**src/sfr_params.svh**
```systemverilog
`ifndef SFR_PARAMS_SVH
`define SFR_PARAMS_SVH
`define SFR_BITS_PER_BYTE 8
`define SFR_OVR_BIT_IDX 7
`define SFR_RATE_RESET 2'h0
`define SFR_CNT_RESET 4'h0
`endif

```
**src/sfr_pkg.sv**
```systemverilog
`include "sfr_params.svh"
package sfr_pkg;
    typedef enum logic [1:0] {
        SFR_IDLE,
        SFR_XFER,
        SFR_DONE
    } sfr_state_type;
endpackage

```
**src/sfr_sync.sv**
```systemverilog
`timescale 1ns/100ps
module sfr_sync import sfr_pkg::*; #(
    parameter int WIDTH = 4
) (
    // Clock and reset
    input wire logic clk,
    input wire logic reset,
    // Async in, synced out
    input wire logic [WIDTH-1:0] async_in,
    output logic [WIDTH-1:0] sync_out
);
    logic [WIDTH-1:0] meta_ff;
    initial begin
        if (WIDTH < 1) begin
            $error("sfr_sync width must be positive");
        end
    end
    // Reset value is high so select and clocks start idle-high safe
    always_ff @(posedge clk) begin
        if (reset) begin
            meta_ff <= '1;
            sync_out <= '1;
        end else begin
            meta_ff <= async_in;
            sync_out <= meta_ff;
        end
    end
endmodule

```
**src/sfr_top.sv**
```systemverilog
`timescale 1ns/100ps
`include "sfr_params.svh"
module sfr_top import sfr_pkg::*; #(
    parameter int BITS = `SFR_BITS_PER_BYTE
) (
    // Clock and reset
    input wire logic clk,
    input wire logic reset,
    // Control bits
    input wire logic port_enable_set,
    input wire logic port_enable_clr,
    input wire logic master_select_in,
    input wire logic mode_fault_enable_in,
    input wire logic error_irq_enable_in,
    input wire logic tx_irq_enable_in,
    input wire logic rx_irq_enable_in,
    input wire logic clock_phase_select_in,
    input wire logic clock_polarity_in,
    input wire logic [1:0] rate_select_in,
    input wire logic control_load,
    // CPU access strobes
    input wire logic status_read,
    input wire logic control_write,
    input wire logic data_read,
    input wire logic data_write,
    input wire logic [BITS-1:0] data_wdata,
    // SPI pins, slave side sampled
    input wire logic serial_clock_pin_in,
    input wire logic slave_select_n_in,
    input wire logic mosi_in,
    output logic miso_out,
    output logic miso_oe_n,
    output logic serial_clock_oe_n,
    output logic mosi_oe_n,
    // Status and requests
    output logic port_enable,
    output logic master_select,
    output logic [1:0] rate_select,
    output logic tx_empty_flag,
    output logic rx_full_flag,
    output logic overrun_flag,
    output logic mode_fault_flag,
    output logic [BITS-1:0] rx_data,
    output logic tx_irq,
    output logic rx_irq,
    output logic err_irq
);
    localparam int CW = $clog2(BITS + 1);
    initial begin
        if (BITS != `SFR_BITS_PER_BYTE) begin
            $error("sfr_top serves byte transfers only");
        end
    end

    logic [2:0] pins_sync;
    logic sck_s, ss_n_s, mosi_s;
    sfr_sync #(.WIDTH(3)) u_sync (
        .clk(clk),
        .reset(reset),
        .async_in({serial_clock_pin_in, slave_select_n_in, mosi_in}),
        .sync_out(pins_sync)
    );
    assign {sck_s, ss_n_s, mosi_s} = pins_sync;

    logic sck_d_ff, ss_d_ff;
    logic mode_fault_enable_ff, error_irq_enable_ff;
    logic tx_irq_enable_ff, rx_irq_enable_ff, clock_phase_select_ff, cpol_ff;
    logic tx_full_ff;
    logic [BITS-1:0] tx_buf_ff, shift_ff;
    logic [CW-1:0] cnt_ff;
    sfr_state_type state_ff;
    logic stat_mf_seen_ff, stat_rx_seen_ff;

    always_ff @(posedge clk) begin
        if (reset) begin
            sck_d_ff <= 1'b0;
            ss_d_ff <= 1'b1;
        end else begin
            sck_d_ff <= sck_s;
            ss_d_ff <= ss_n_s;
        end
    end

    // Derived conditions
    logic idle_lvl, sck_lead, sck_trail, ss_fall, slave_act;
    logic sample_edge, fault_master, fault_slave, fault_cond;
    logic byte_done, ovr_strobe;
    assign idle_lvl = cpol_ff;
    assign sck_lead = (sck_s != idle_lvl) && (sck_d_ff == idle_lvl);
    assign sck_trail = (sck_s == idle_lvl) && (sck_d_ff != idle_lvl);
    assign ss_fall = !ss_n_s && ss_d_ff;
    assign slave_act = port_enable && !master_select && !ss_n_s;
    assign sample_edge = clock_phase_select_ff ? sck_trail : sck_lead;
    assign fault_master = port_enable && master_select
        && mode_fault_enable_ff && !ss_n_s;
    assign fault_slave = port_enable && !master_select
        && mode_fault_enable_ff && ss_n_s && !ss_d_ff
        && (state_ff == SFR_XFER);
    assign fault_cond = fault_master || fault_slave;
    // Phase 1 takes its last bit on the closing edge, so the byte ends
    // one cycle after that edge, with the clock already back at idle
    assign byte_done = slave_act && (state_ff == SFR_XFER)
        && (cnt_ff == CW'(BITS)) && (clock_phase_select_ff || sck_trail);
    assign ovr_strobe = slave_act && (state_ff == SFR_XFER) && sample_edge
        && (cnt_ff == CW'(`SFR_OVR_BIT_IDX - 1)) && rx_full_flag;

    // Control bits survive port disable
    always_ff @(posedge clk) begin
        if (reset) begin
            master_select <= 1'b0;
            mode_fault_enable_ff <= 1'b0;
            error_irq_enable_ff <= 1'b0;
            tx_irq_enable_ff <= 1'b0;
            rx_irq_enable_ff <= 1'b0;
            clock_phase_select_ff <= 1'b1;
            cpol_ff <= 1'b0;
            rate_select <= `SFR_RATE_RESET;
        end else if (control_load) begin
            master_select <= master_select_in;
            mode_fault_enable_ff <= mode_fault_enable_in;
            error_irq_enable_ff <= error_irq_enable_in;
            tx_irq_enable_ff <= tx_irq_enable_in;
            rx_irq_enable_ff <= rx_irq_enable_in;
            clock_phase_select_ff <= clock_phase_select_in;
            cpol_ff <= clock_polarity_in;
            rate_select <= rate_select_in;
        end
    end

    always_ff @(posedge clk) begin
        if (reset) begin
            port_enable <= 1'b0;
        end else if (fault_master) begin
            port_enable <= 1'b0;
        end else if (port_enable_clr) begin
            port_enable <= 1'b0;
        end else if (port_enable_set) begin
            port_enable <= 1'b1;
        end
    end

    // Transfer state machine for the slave role
    always_ff @(posedge clk) begin
        if (reset || !port_enable || fault_master) begin
            state_ff <= SFR_IDLE;
            cnt_ff <= CW'(`SFR_CNT_RESET);
            shift_ff <= '0;
        end else if (master_select || ss_n_s) begin
            state_ff <= SFR_IDLE;
            cnt_ff <= CW'(`SFR_CNT_RESET);
        end else begin
            case (state_ff)
                SFR_IDLE: begin
                    if ((!clock_phase_select_ff && ss_fall) || (clock_phase_select_ff && sck_lead)) begin
                        state_ff <= SFR_XFER;
                        shift_ff <= tx_buf_ff;
                    end
                end
                SFR_XFER: begin
                    if (sample_edge && cnt_ff < CW'(BITS)) begin
                        shift_ff <= {shift_ff[BITS-2:0], mosi_s};
                        cnt_ff <= cnt_ff + CW'(1);
                    end
                    if (byte_done) begin
                        state_ff <= SFR_DONE;
                        cnt_ff <= CW'(`SFR_CNT_RESET);
                    end
                end
                SFR_DONE: begin
                    // Phase 0 needs select toggled between bytes
                    if (clock_phase_select_ff) begin
                        state_ff <= SFR_IDLE;
                    end
                end
                default: state_ff <= SFR_IDLE;
            endcase
        end
    end

    logic load_shift;
    assign load_shift = slave_act && (state_ff == SFR_IDLE)
        && ((!clock_phase_select_ff && ss_fall) || (clock_phase_select_ff && sck_lead));

    always_ff @(posedge clk) begin
        if (reset) begin
            tx_buf_ff <= '0;
            tx_full_ff <= 1'b0;
        end else if (data_write) begin
            tx_buf_ff <= data_wdata;
            tx_full_ff <= 1'b1;
        end else if (load_shift) begin
            tx_full_ff <= 1'b0;
        end
    end

    // Write clears empty, load or disable sets it; set wins
    always_ff @(posedge clk) begin
        if (reset || !port_enable || fault_master) begin
            tx_empty_flag <= 1'b1;
        end else if (load_shift && tx_full_ff) begin
            tx_empty_flag <= 1'b1;
        end else if (data_write) begin
            tx_empty_flag <= 1'b0;
        end
    end

    // Two-step clear tracking
    always_ff @(posedge clk) begin
        if (reset) begin
            stat_mf_seen_ff <= 1'b0;
            stat_rx_seen_ff <= 1'b0;
        end else begin
            if (fault_cond || control_write) begin
                stat_mf_seen_ff <= 1'b0;
            end
            if (status_read && mode_fault_flag && !fault_cond) begin
                stat_mf_seen_ff <= 1'b1;
            end
            if (data_read) begin
                stat_rx_seen_ff <= 1'b0;
            end
            if (status_read && (rx_full_flag || overrun_flag)) begin
                stat_rx_seen_ff <= 1'b1;
            end
        end
    end

    always_ff @(posedge clk) begin
        if (reset) begin
            mode_fault_flag <= 1'b0;
        end else if (fault_cond) begin
            mode_fault_flag <= 1'b1;
        end else if (control_write && stat_mf_seen_ff) begin
            mode_fault_flag <= 1'b0;
        end
    end

    logic data_clear;
    assign data_clear = data_read && stat_rx_seen_ff;

    always_ff @(posedge clk) begin
        if (reset) begin
            overrun_flag <= 1'b0;
        end else if (ovr_strobe) begin
            overrun_flag <= 1'b1;
        end else if (data_clear) begin
            overrun_flag <= 1'b0;
        end
    end

    logic store_byte;
    assign store_byte = byte_done && !overrun_flag && !ovr_strobe;

    always_ff @(posedge clk) begin
        if (reset) begin
            rx_full_flag <= 1'b0;
            rx_data <= '0;
        end else if (store_byte) begin
            rx_full_flag <= 1'b1;
            rx_data <= shift_ff;
        end else if (data_clear) begin
            rx_full_flag <= 1'b0;
        end
    end

    // Pins; enables are active low
    always_ff @(posedge clk) begin
        if (reset || !port_enable || fault_master) begin
            miso_out <= 1'b0;
            miso_oe_n <= 1'b1;
            serial_clock_oe_n <= 1'b1;
            mosi_oe_n <= 1'b1;
        end else begin
            miso_out <= (state_ff == SFR_IDLE) ? tx_buf_ff[BITS-1]
                : shift_ff[BITS-1];
            miso_oe_n <= master_select || ss_n_s;
            serial_clock_oe_n <= !master_select;
            mosi_oe_n <= !master_select;
        end
    end

    // Level requests from flags; is software's concern
    always_ff @(posedge clk) begin
        if (reset) begin
            tx_irq <= 1'b0;
            rx_irq <= 1'b0;
            err_irq <= 1'b0;
        end else begin
            tx_irq <= tx_empty_flag && tx_irq_enable_ff
                && port_enable;
            rx_irq <= rx_full_flag && rx_irq_enable_ff;
            err_irq <= error_irq_enable_ff
                && (overrun_flag || mode_fault_flag);
        end
    end

    master_fault_a: assert property (@(posedge clk) disable iff (reset)
        fault_master |=> !port_enable && tx_empty_flag && mode_fault_flag)
        else $error("master fault did not disable port");
    fault_gate_a: assert property (@(posedge clk) disable iff (reset)
        $rose(mode_fault_flag) |-> $past(mode_fault_enable_ff))
        else $error("mode fault set while disabled");
    msel_keep_a: assert property (@(posedge clk) disable iff (reset)
        $rose(mode_fault_flag) && !$past(control_load)
        |-> $stable(master_select))
        else $error("master select changed on fault");
    slave_keep_a: assert property (@(posedge clk) disable iff (reset)
        fault_slave && !port_enable_clr |=> port_enable)
        else $error("slave fault disabled port");
    tx_irq_a: assert property (@(posedge clk) disable iff (reset)
        tx_irq |-> $past(tx_empty_flag && tx_irq_enable_ff && port_enable))
        else $error("tx request without cause");
    err_irq_a: assert property (@(posedge clk) disable iff (reset)
        error_irq_enable_ff && overrun_flag ##1 error_irq_enable_ff
        |-> err_irq)
        else $error("error request missing");
    rx_set_a: assert property (@(posedge clk) disable iff (reset)
        store_byte |=> rx_full_flag && rx_data == $past(shift_ff))
        else $error("byte not stored");
    ovr_block_a: assert property (@(posedge clk) disable iff (reset)
        overrun_flag && byte_done |=> $stable(rx_data))
        else $error("byte stored during overrun");
    tx_clear_a: assert property (@(posedge clk) disable iff (reset)
        $fell(tx_empty_flag) |-> $past(data_write))
        else $error("empty flag cleared without write");
    disable_a: assert property (@(posedge clk) disable iff (reset)
        !port_enable ##1 !port_enable |-> tx_empty_flag && miso_oe_n
        && state_ff == SFR_IDLE)
        else $error("disabled port not released");
    deselect_a: assert property (@(posedge clk) disable iff (reset)
        ss_n_s ##1 ss_n_s |-> miso_oe_n)
        else $error("deselected slave drives output");
    byte_c: cover property (@(posedge clk) disable iff (reset) store_byte);
    ovr_c: cover property (@(posedge clk) disable iff (reset) ovr_strobe);
    sfault_c: cover property (@(posedge clk) disable iff (reset)
        fault_slave);
    mfault_c: cover property (@(posedge clk) disable iff (reset)
        fault_master);
endmodule

```
**config.mk**
```make
export PLATFORM = sky130hd
export DESIGN_NAME = sfr_top
export DESIGN_NICKNAME = d
export VERILOG_FILES = /design/src/sfr_pkg.sv /design/src/sfr_sync.sv /design/src/sfr_top.sv
export VERILOG_INCLUDE_DIRS = /design/src
export SDC_FILE = /design/constraint.sdc
export NUM_CORES = 1
export LEC_CHECK = 0
export BUFFER_PORTS_ARGS = -buffer_cell sky130_fd_sc_hd__buf_4
export CORE_MARGIN = 3
export CORE_UTILIZATION = 54
export CTS_CLUSTER_DIAMETER = 150
export DETAILED_ROUTE_END_ITERATION = 10
export HOLD_SLACK_MARGIN = 0.1
export PLACE_DENSITY = 0.82
export SYNTH_ARGS = -nofsm -noshare
export SYNTH_HDL_FRONTEND = slang
export SYNTH_SLANG_ARGS = --single-unit
```
**constraint.sdc**
```tcl
create_clock -name clk -period 2 [get_ports clk]
set_clock_uncertainty 0.15 [all_clocks]
set_input_delay 0 -clock clk [delete_from_list [all_inputs] [get_ports clk]]
set_output_delay 0 -clock clk [all_outputs]
set_load 0.1 [all_outputs]
```
### After elaboration in Yosys (flattened, before gate mapping)

Index checks and enable logic that the tools add are counted.

* add/sub/neg operators: 1
* bitwise gates (word level): 1
* reduce and logical (&&, ||, !) cells: 67
* equality and inequality tests: 12
* order comparisons: 1
* mux-type cells: 22

Operators by type and width (count)
* 1-bit logical AND: 35
* 8-bit 2-to-1 mux: 2
* 8-bit case mux with 2 select lines: 1
* 2-bit nonzero test: 8
* 1-bit 2-to-1 mux: 13
* 1-bit logical OR: 9
* 1-bit logical NOT: 8
* 4-bit 2-to-1 mux: 2
* 2-bit 2-to-1 mux: 3
* 2-bit != test (second input constant): 3
* 2-bit case mux with 3 select lines: 1
* 4-bit by 1-bit adder with 4-bit output (second input constant): 1
* 4-bit by 3-bit equality test with 1-bit output (second input constant): 1
* 4-bit equality test (second input constant): 1
* 4-bit < comparator (second input constant): 1
* 4-bit AND reduction: 1
* 2-bit OR reduction: 2
* 3-bit AND reduction: 1
* 3-bit OR reduction: 1
* 1-bit equality test: 2
* 2-bit by 1-bit equality test with 1-bit output (second input constant): 1
* 2-bit equality test (second input constant): 1
* 2-bit logical NOT: 1
* 1-bit != test: 2
* other kinds (3): 3

* flip-flop bits (word level): 61

### Logic depth before layout (Yosys ltp)

* depth in word-level cells: 10
* gate-level depth with buffers: 7
* depth with buffers taken out: 6

### By module

From an unflattened synthesis, not the netlist that was laid out.

* cell total of the unflattened synthesis: 264
* area, all modules: 2581.2 um^2

Modules (own cells, without submodules)
* sfr_top: times used 1, area an instance 2423.6 um^2, cells each 252
* sfr_sync: times used 1, area an instance 157.7 um^2, cells each 12

### Worst setup path before layout

OpenSTA, ideal clock, no wires.

* path kind: register -> register
* start: register port_enable
* end: register rx_data[0]
* buffers on the path: 2
* data arrival time: 2.138 ns
* cell stages (with the launch flop): 6
* setup slack: -0.360 ns
* required time: 1.778 ns
* period minus slack after synthesis: 2.360 ns
* cell sequence: dfxtp_1 or3b_1 buf_6 nor3_1 buf_4 mux2i_1

* cells in the longest elaborated chain, start to end: 8

Ends and longest elaborated chain
* from (decl): line sfr_top.sv:36 `output logic port_enable,`
* from (signal assigned): line sfr_top.sv:132 `port_enable <= 1'b0;`
* from (signal assigned): line sfr_top.sv:134 `port_enable <= 1'b0;`
* from (signal assigned): line sfr_top.sv:136 `port_enable <= 1'b0;`
* 1-bit logical AND * (2 in series): line sfr_top.sv:92 `assign slave_act = port_enable && !master_select && !ss_n_s;`
* 1-bit logical AND *: line sfr_top.sv:102, sfr_top.sv:104
* 1-bit logical AND (3 in series): line sfr_top.sv:104 `assign ovr_strobe = slave_act && (state_ff == SFR_XFER) && sample_edge`
* 1-bit logical NOT: line sfr_top.sv:252 `assign store_byte = byte_done && !overrun_flag && !ovr_strobe;`
* 1-bit logical AND *: line sfr_top.sv:252
* to (signal assigned): line sfr_top.sv:260 `rx_data <= shift_ff;`
* to (decl): line sfr_top.sv:43 `output logic [BITS-1:0] rx_data,`

Every way passes the cells marked *; elsewhere a longest branch is shown, timed or not.
A chain may end at the register's enable or synchronous reset.

==> impl.org <==
** Outcome
- The flow ran to the end, and the final reports show no timing, DRC or antenna violations.

** Logic synthesis
- After technology mapping, the gate count stands at 250.
- In this run, synthesis inferred 0 flip-flops with an integrated enable.
- Leading post-synthesis cells by instance count :: sky130_fd_sc_hd__dfxtp_1, sky130_fd_sc_hd__mux2i_1, sky130_fd_sc_hd__nor2_1
- The top cell type by area accounts for 45.8% of the synthesized area.
- The number of nets in the synthesized netlist is about 280.
- Synth unique cells :: 51
- Counting flops with an async set or reset pin after synthesis yields a share of 0%.
- Counting flops and latches in the post-synthesis netlist gives between 60 and 70.
- Sequential elements use 45.8% of the synthesized area.
- Most frequently used cell type in the post-synthesis netlist :: sky130_fd_sc_hd__dfxtp_1
- Synth warn :: 0
- Avg Inst Size Synth :: approximately 11 µm²
- By area the synthesized netlist is led by sky130_fd_sc_hd__dfxtp_1, sky130_fd_sc_hd__mux2i_1, sky130_fd_sc_hd__a211oi_2, sky130_fd_sc_hd__nand2b_1, sky130_fd_sc_hd__nor2_1.
- The largest total area in the synthesized netlist belongs to sky130_fd_sc_hd__dfxtp_1.
- After synthesis the cells add up to about 2700 µm².
- Most frequently used flop master after synthesis :: sky130_fd_sc_hd__dfxtp_1

** Critical path
- Critical Path Slowest Stage Cell :: sky130_fd_sc_hd__dlygate4sd3_1
- Worst endpoint required time :: approximately 2.1 ns
- Startpoint-to-endpoint class of the critical path :: in2reg
- Startpoint kind of the worst setup timing path :: primary input
- CP delay by family, top :: buffers and inverters
- Traced cell by cell, the critical path runs through dlygate4sd3_1, buf_4, mux2i_1, dlygate4sd3_1, nor2_1, dlygate4sd3_1.
- The endpoint identified for the worst register-to-register timing path is tx_buf_ff[6].
- For the worst setup path, the data arrival time is roughly 2.0 ns.
- Top fanout value on the critical path :: 1
- Worst reg-to-reg setup slack :: approximately 0.090 ns
- The worst register-to-register path has a depth of 4.
- Together, buffers and inverters on the worst path number 4.
- STA classifies the critical path endpoint as a flop.
- For this run, the slowest stage of the critical path takes between 0.5 and 0.6 ns.
- Launch instance of the worst register-to-register path :: tx_buf_ff[6]
- Counting stages on the worst path, the most repeated cell is sky130_fd_sc_hd__dlygate4sd3_1.

** STA
- Of the available clock period, the critical path in the final layout requires 97.7%.
- Setup slack after layout :: 0.0454 ns
- Setup repair after global routing missed its margin :: no
- Fmax :: 512 MHz
- The worst pin sits at a relative slew slack of around 65%.
- At the pin with the least slew margin, the transition time is around 0.51 ns.
- Total Neg Setup Slack :: 0 ns
- For the finished layout, the period the worst path requires is 1.95 ns.
- Final Max Slew Viols :: 0
- The final count of hold timing violations is 0.
- Setup violations remaining at the end of the flow were counted as 0.

** Placed design
- Standard cell area after detailed placement :: approximately 3000 µm²
- Count of buffers inserted at the top-level ports :: 51
- Post-place setup slack :: slightly below 0.09 ns
- Post-placement cell count :: 353
- The congestion estimate from routability-driven global placement came to slightly above 0.8.
- Detailed placement finished with a half-perimeter wire length of 3700 µm.

** Global routing
- The number of antenna violations at the first check in global routing is 0.
- The first global-routing pass estimated roughly 13000 µm of wire.
- For this run the aggregate overflow at the end of global routing stands at 0.
- Global-route usage over all layers :: 28.8%
- Vias in the first global route :: around 2.5k
- Largest net degree at the start of global routing :: 29

** Clock network
- CTS sink cnt :: 61
- The cell sitting at the root of the clock tree is a sky130_fd_sc_hd__clkbuf_8.
- After clock tree synthesis, the clock-pin slew on the worst setup and hold paths is ~0.070 ns.
- The clock passes through at most 2 buffers.
- TritonCTS built the clock tree.
- Counting the buffers created by CTS gives 9.
- Skew-Pair Late Insertion Delay :: 0.34 ns
- Clock H-tree levels :: 3

** Layout
- For this run, the number of standard cells in the final layout without fillers is 416.
- The repair_antennas step left the layout with diodes totalling 0.
- The filler cells instantiated in the layout total roughly 250.
- Relative to the synthesized area, the layout overhead comes to 39.7%.
- After routing the design area is about 3700 µm².
- The post-route netlist has between 20% and 30% of its cells at a drive strength greater than 1.
- For this run, the post-layout net count is 380.

** Hold path
- The worst hold path begins at slave_select_n_in.
- Number of stages on the worst hold path :: 3
- Sink of the worst hold path :: u_sync.meta_ff[1]
- Worst min-delay path category :: in2reg

** Die
- Die Area :: a little under 6000 µm²
- Floorplan die height :: 76.3 µm
- Horizontal die dimension :: 76.3 µm
- After floorplanning, the core was sized to cover roughly 4600 µm².
- Once the floorplan was initialized, standard cells occupied 58.4% of the core.
- After floorplanning, the core was divided into 24 placement rows.
- IO Count :: 52

** Power
- Across the VDD grid, the largest voltage drop is between 0.5 and 0.6 mV.
- Leakage power :: 0.00147 µW
- Pwr per Cell Area :: approximately 730 nW/µm²

** Detailed routing
- Via count :: 2396
- In the final routed layout, each cell accounts on average for around 19 µm.
- Number of DRC markers after the initial detailed-route iteration :: 159
- Vias per Instance :: about 5.8
- The first detailed-routing pass took 4 iterations.
- Residual DRC :: 0
- Number of nets with antenna violations after routing :: 0
- Routed wire length :: between 7000 and 8000 µm

** Run
- Max-cap violations in this run came to 0.
==> worst min-delay path, cell delays in order <==
cell and delay (ns):
sky130_fd_sc_hd__dlygate4sd3_1 0.53, sky130_fd_sc_hd__buf_4 0.10, sky130_fd_sc_hd__or2_2 0.08
==> stage by stage <==
| step | total power (µW) | utilization (%) | hold slack, ns |
|---|---|---|---|
| after floorplan | 1450 | - | -0.0806 |
| after global placement | 1520 | 66.7 | 0.0100 |
| after global routing | 2790 | 81.7 | 0.248 |
| final | 2710 | 81.7 | 0.248 |
| after detailed placement | 1520 | 66.7 | 0.00930 |
| after CTS | 2680 | 82.3 | 0.231 |
==> per-layer routing <==
| metal | GRT usage, % | up-vias | part of all wire (%) |
|---|---|---|---|
| li1 | - | 1078 | - |
| met2 | 46.2 | 124 | 48 |
| met1 | 32.1 | 1158 | 39 |
| met5 | 0 | - | 0 |
| met3 | 9.81 | 36 | 7.3 |
| met4 | 19.4 | 0 | 4.8 |
==> worst max path at each step <==
stage                       start           end  cells after the start
3_5_place_dp   u_sync.sync_out[2]   shift_ff[5]                      4
6_report            data_wdata[4]  tx_buf_ff[4]                      6
3_3_place_gp   u_sync.sync_out[2]   shift_ff[2]                      4
2_1_floorplan       master_select    rx_data[0]                      5
5_1_grt                     reset   port_enable                      6
4_1_cts        u_sync.sync_out[2]   shift_ff[5]                      4
==> layout make-up <==
class	count	area [µm²]	area share, %
Inverter	6	25.0	0.671
Sequential cell	61	1230	32.9
Clock buffer	12	155	4.16
Clock inverter	2	35.0	0.940
Multi-Input combinational cell	167	1310	35.1
Timing Repair Buffer	103	896	24.0
Tap cell	65	81.3	2.18
==> timing repair <==
item,CTS,global route
setup endpoints to repair,0,11
hold buffers,52,0
gates resized for setup,0,1
setup buffers,0,0
endpoints found under the hold margin,45,0
==> power breakdown <==
group,internal [µW],switching (µW),leakage (µW)
registers,1250,30.5,0.000499
clock network,629,477,0.0000983
logic,169,160,0.000871
==> cell families (layout without fill, tap and decap cells) <==
logic type / count (synthesis) / count (layout) / share of synthesized area [%]
AO/OA/AOI/OAI: 39 / 39 / 14.0
XOR/XNOR: 1 / 1 / 0.328
adder cells (fa/ha/maj): 3 / 3 / 1.41
buffers and inverters: 22 / 123 / 5.21
flip-flops: 61 / 61 / 45.8
multiplexers: 33 / 33 / 12.4
AND/OR/NAND/NOR: 91 / 91 / 20.8
==> cell usage in the layout (no fill, tap or decap), drive strengths merged, types with 4 or more instances in the layout <==
cell,instances
a21oi,4
buf,54
inv,6
a211oi,16
or2,7
nor2,24
nor3b,10
dlygate4sd3,49
dfxtp,61
clkbuf,12
mux2i,32
nand2b,18
nor3,4
nand2,7
==> flip-flops by register name, summed over array words and instances, names as in the netlist, 2 cells and up <==
register,flops
shift_ff,8
rx_data,8
u_sync.meta_ff,3
cnt_ff,4
tx_buf_ff,8
rate_select,2
u_sync.sync_out,3
state_ff,2
Note: power is estimated with default switching activity, not from simulation.
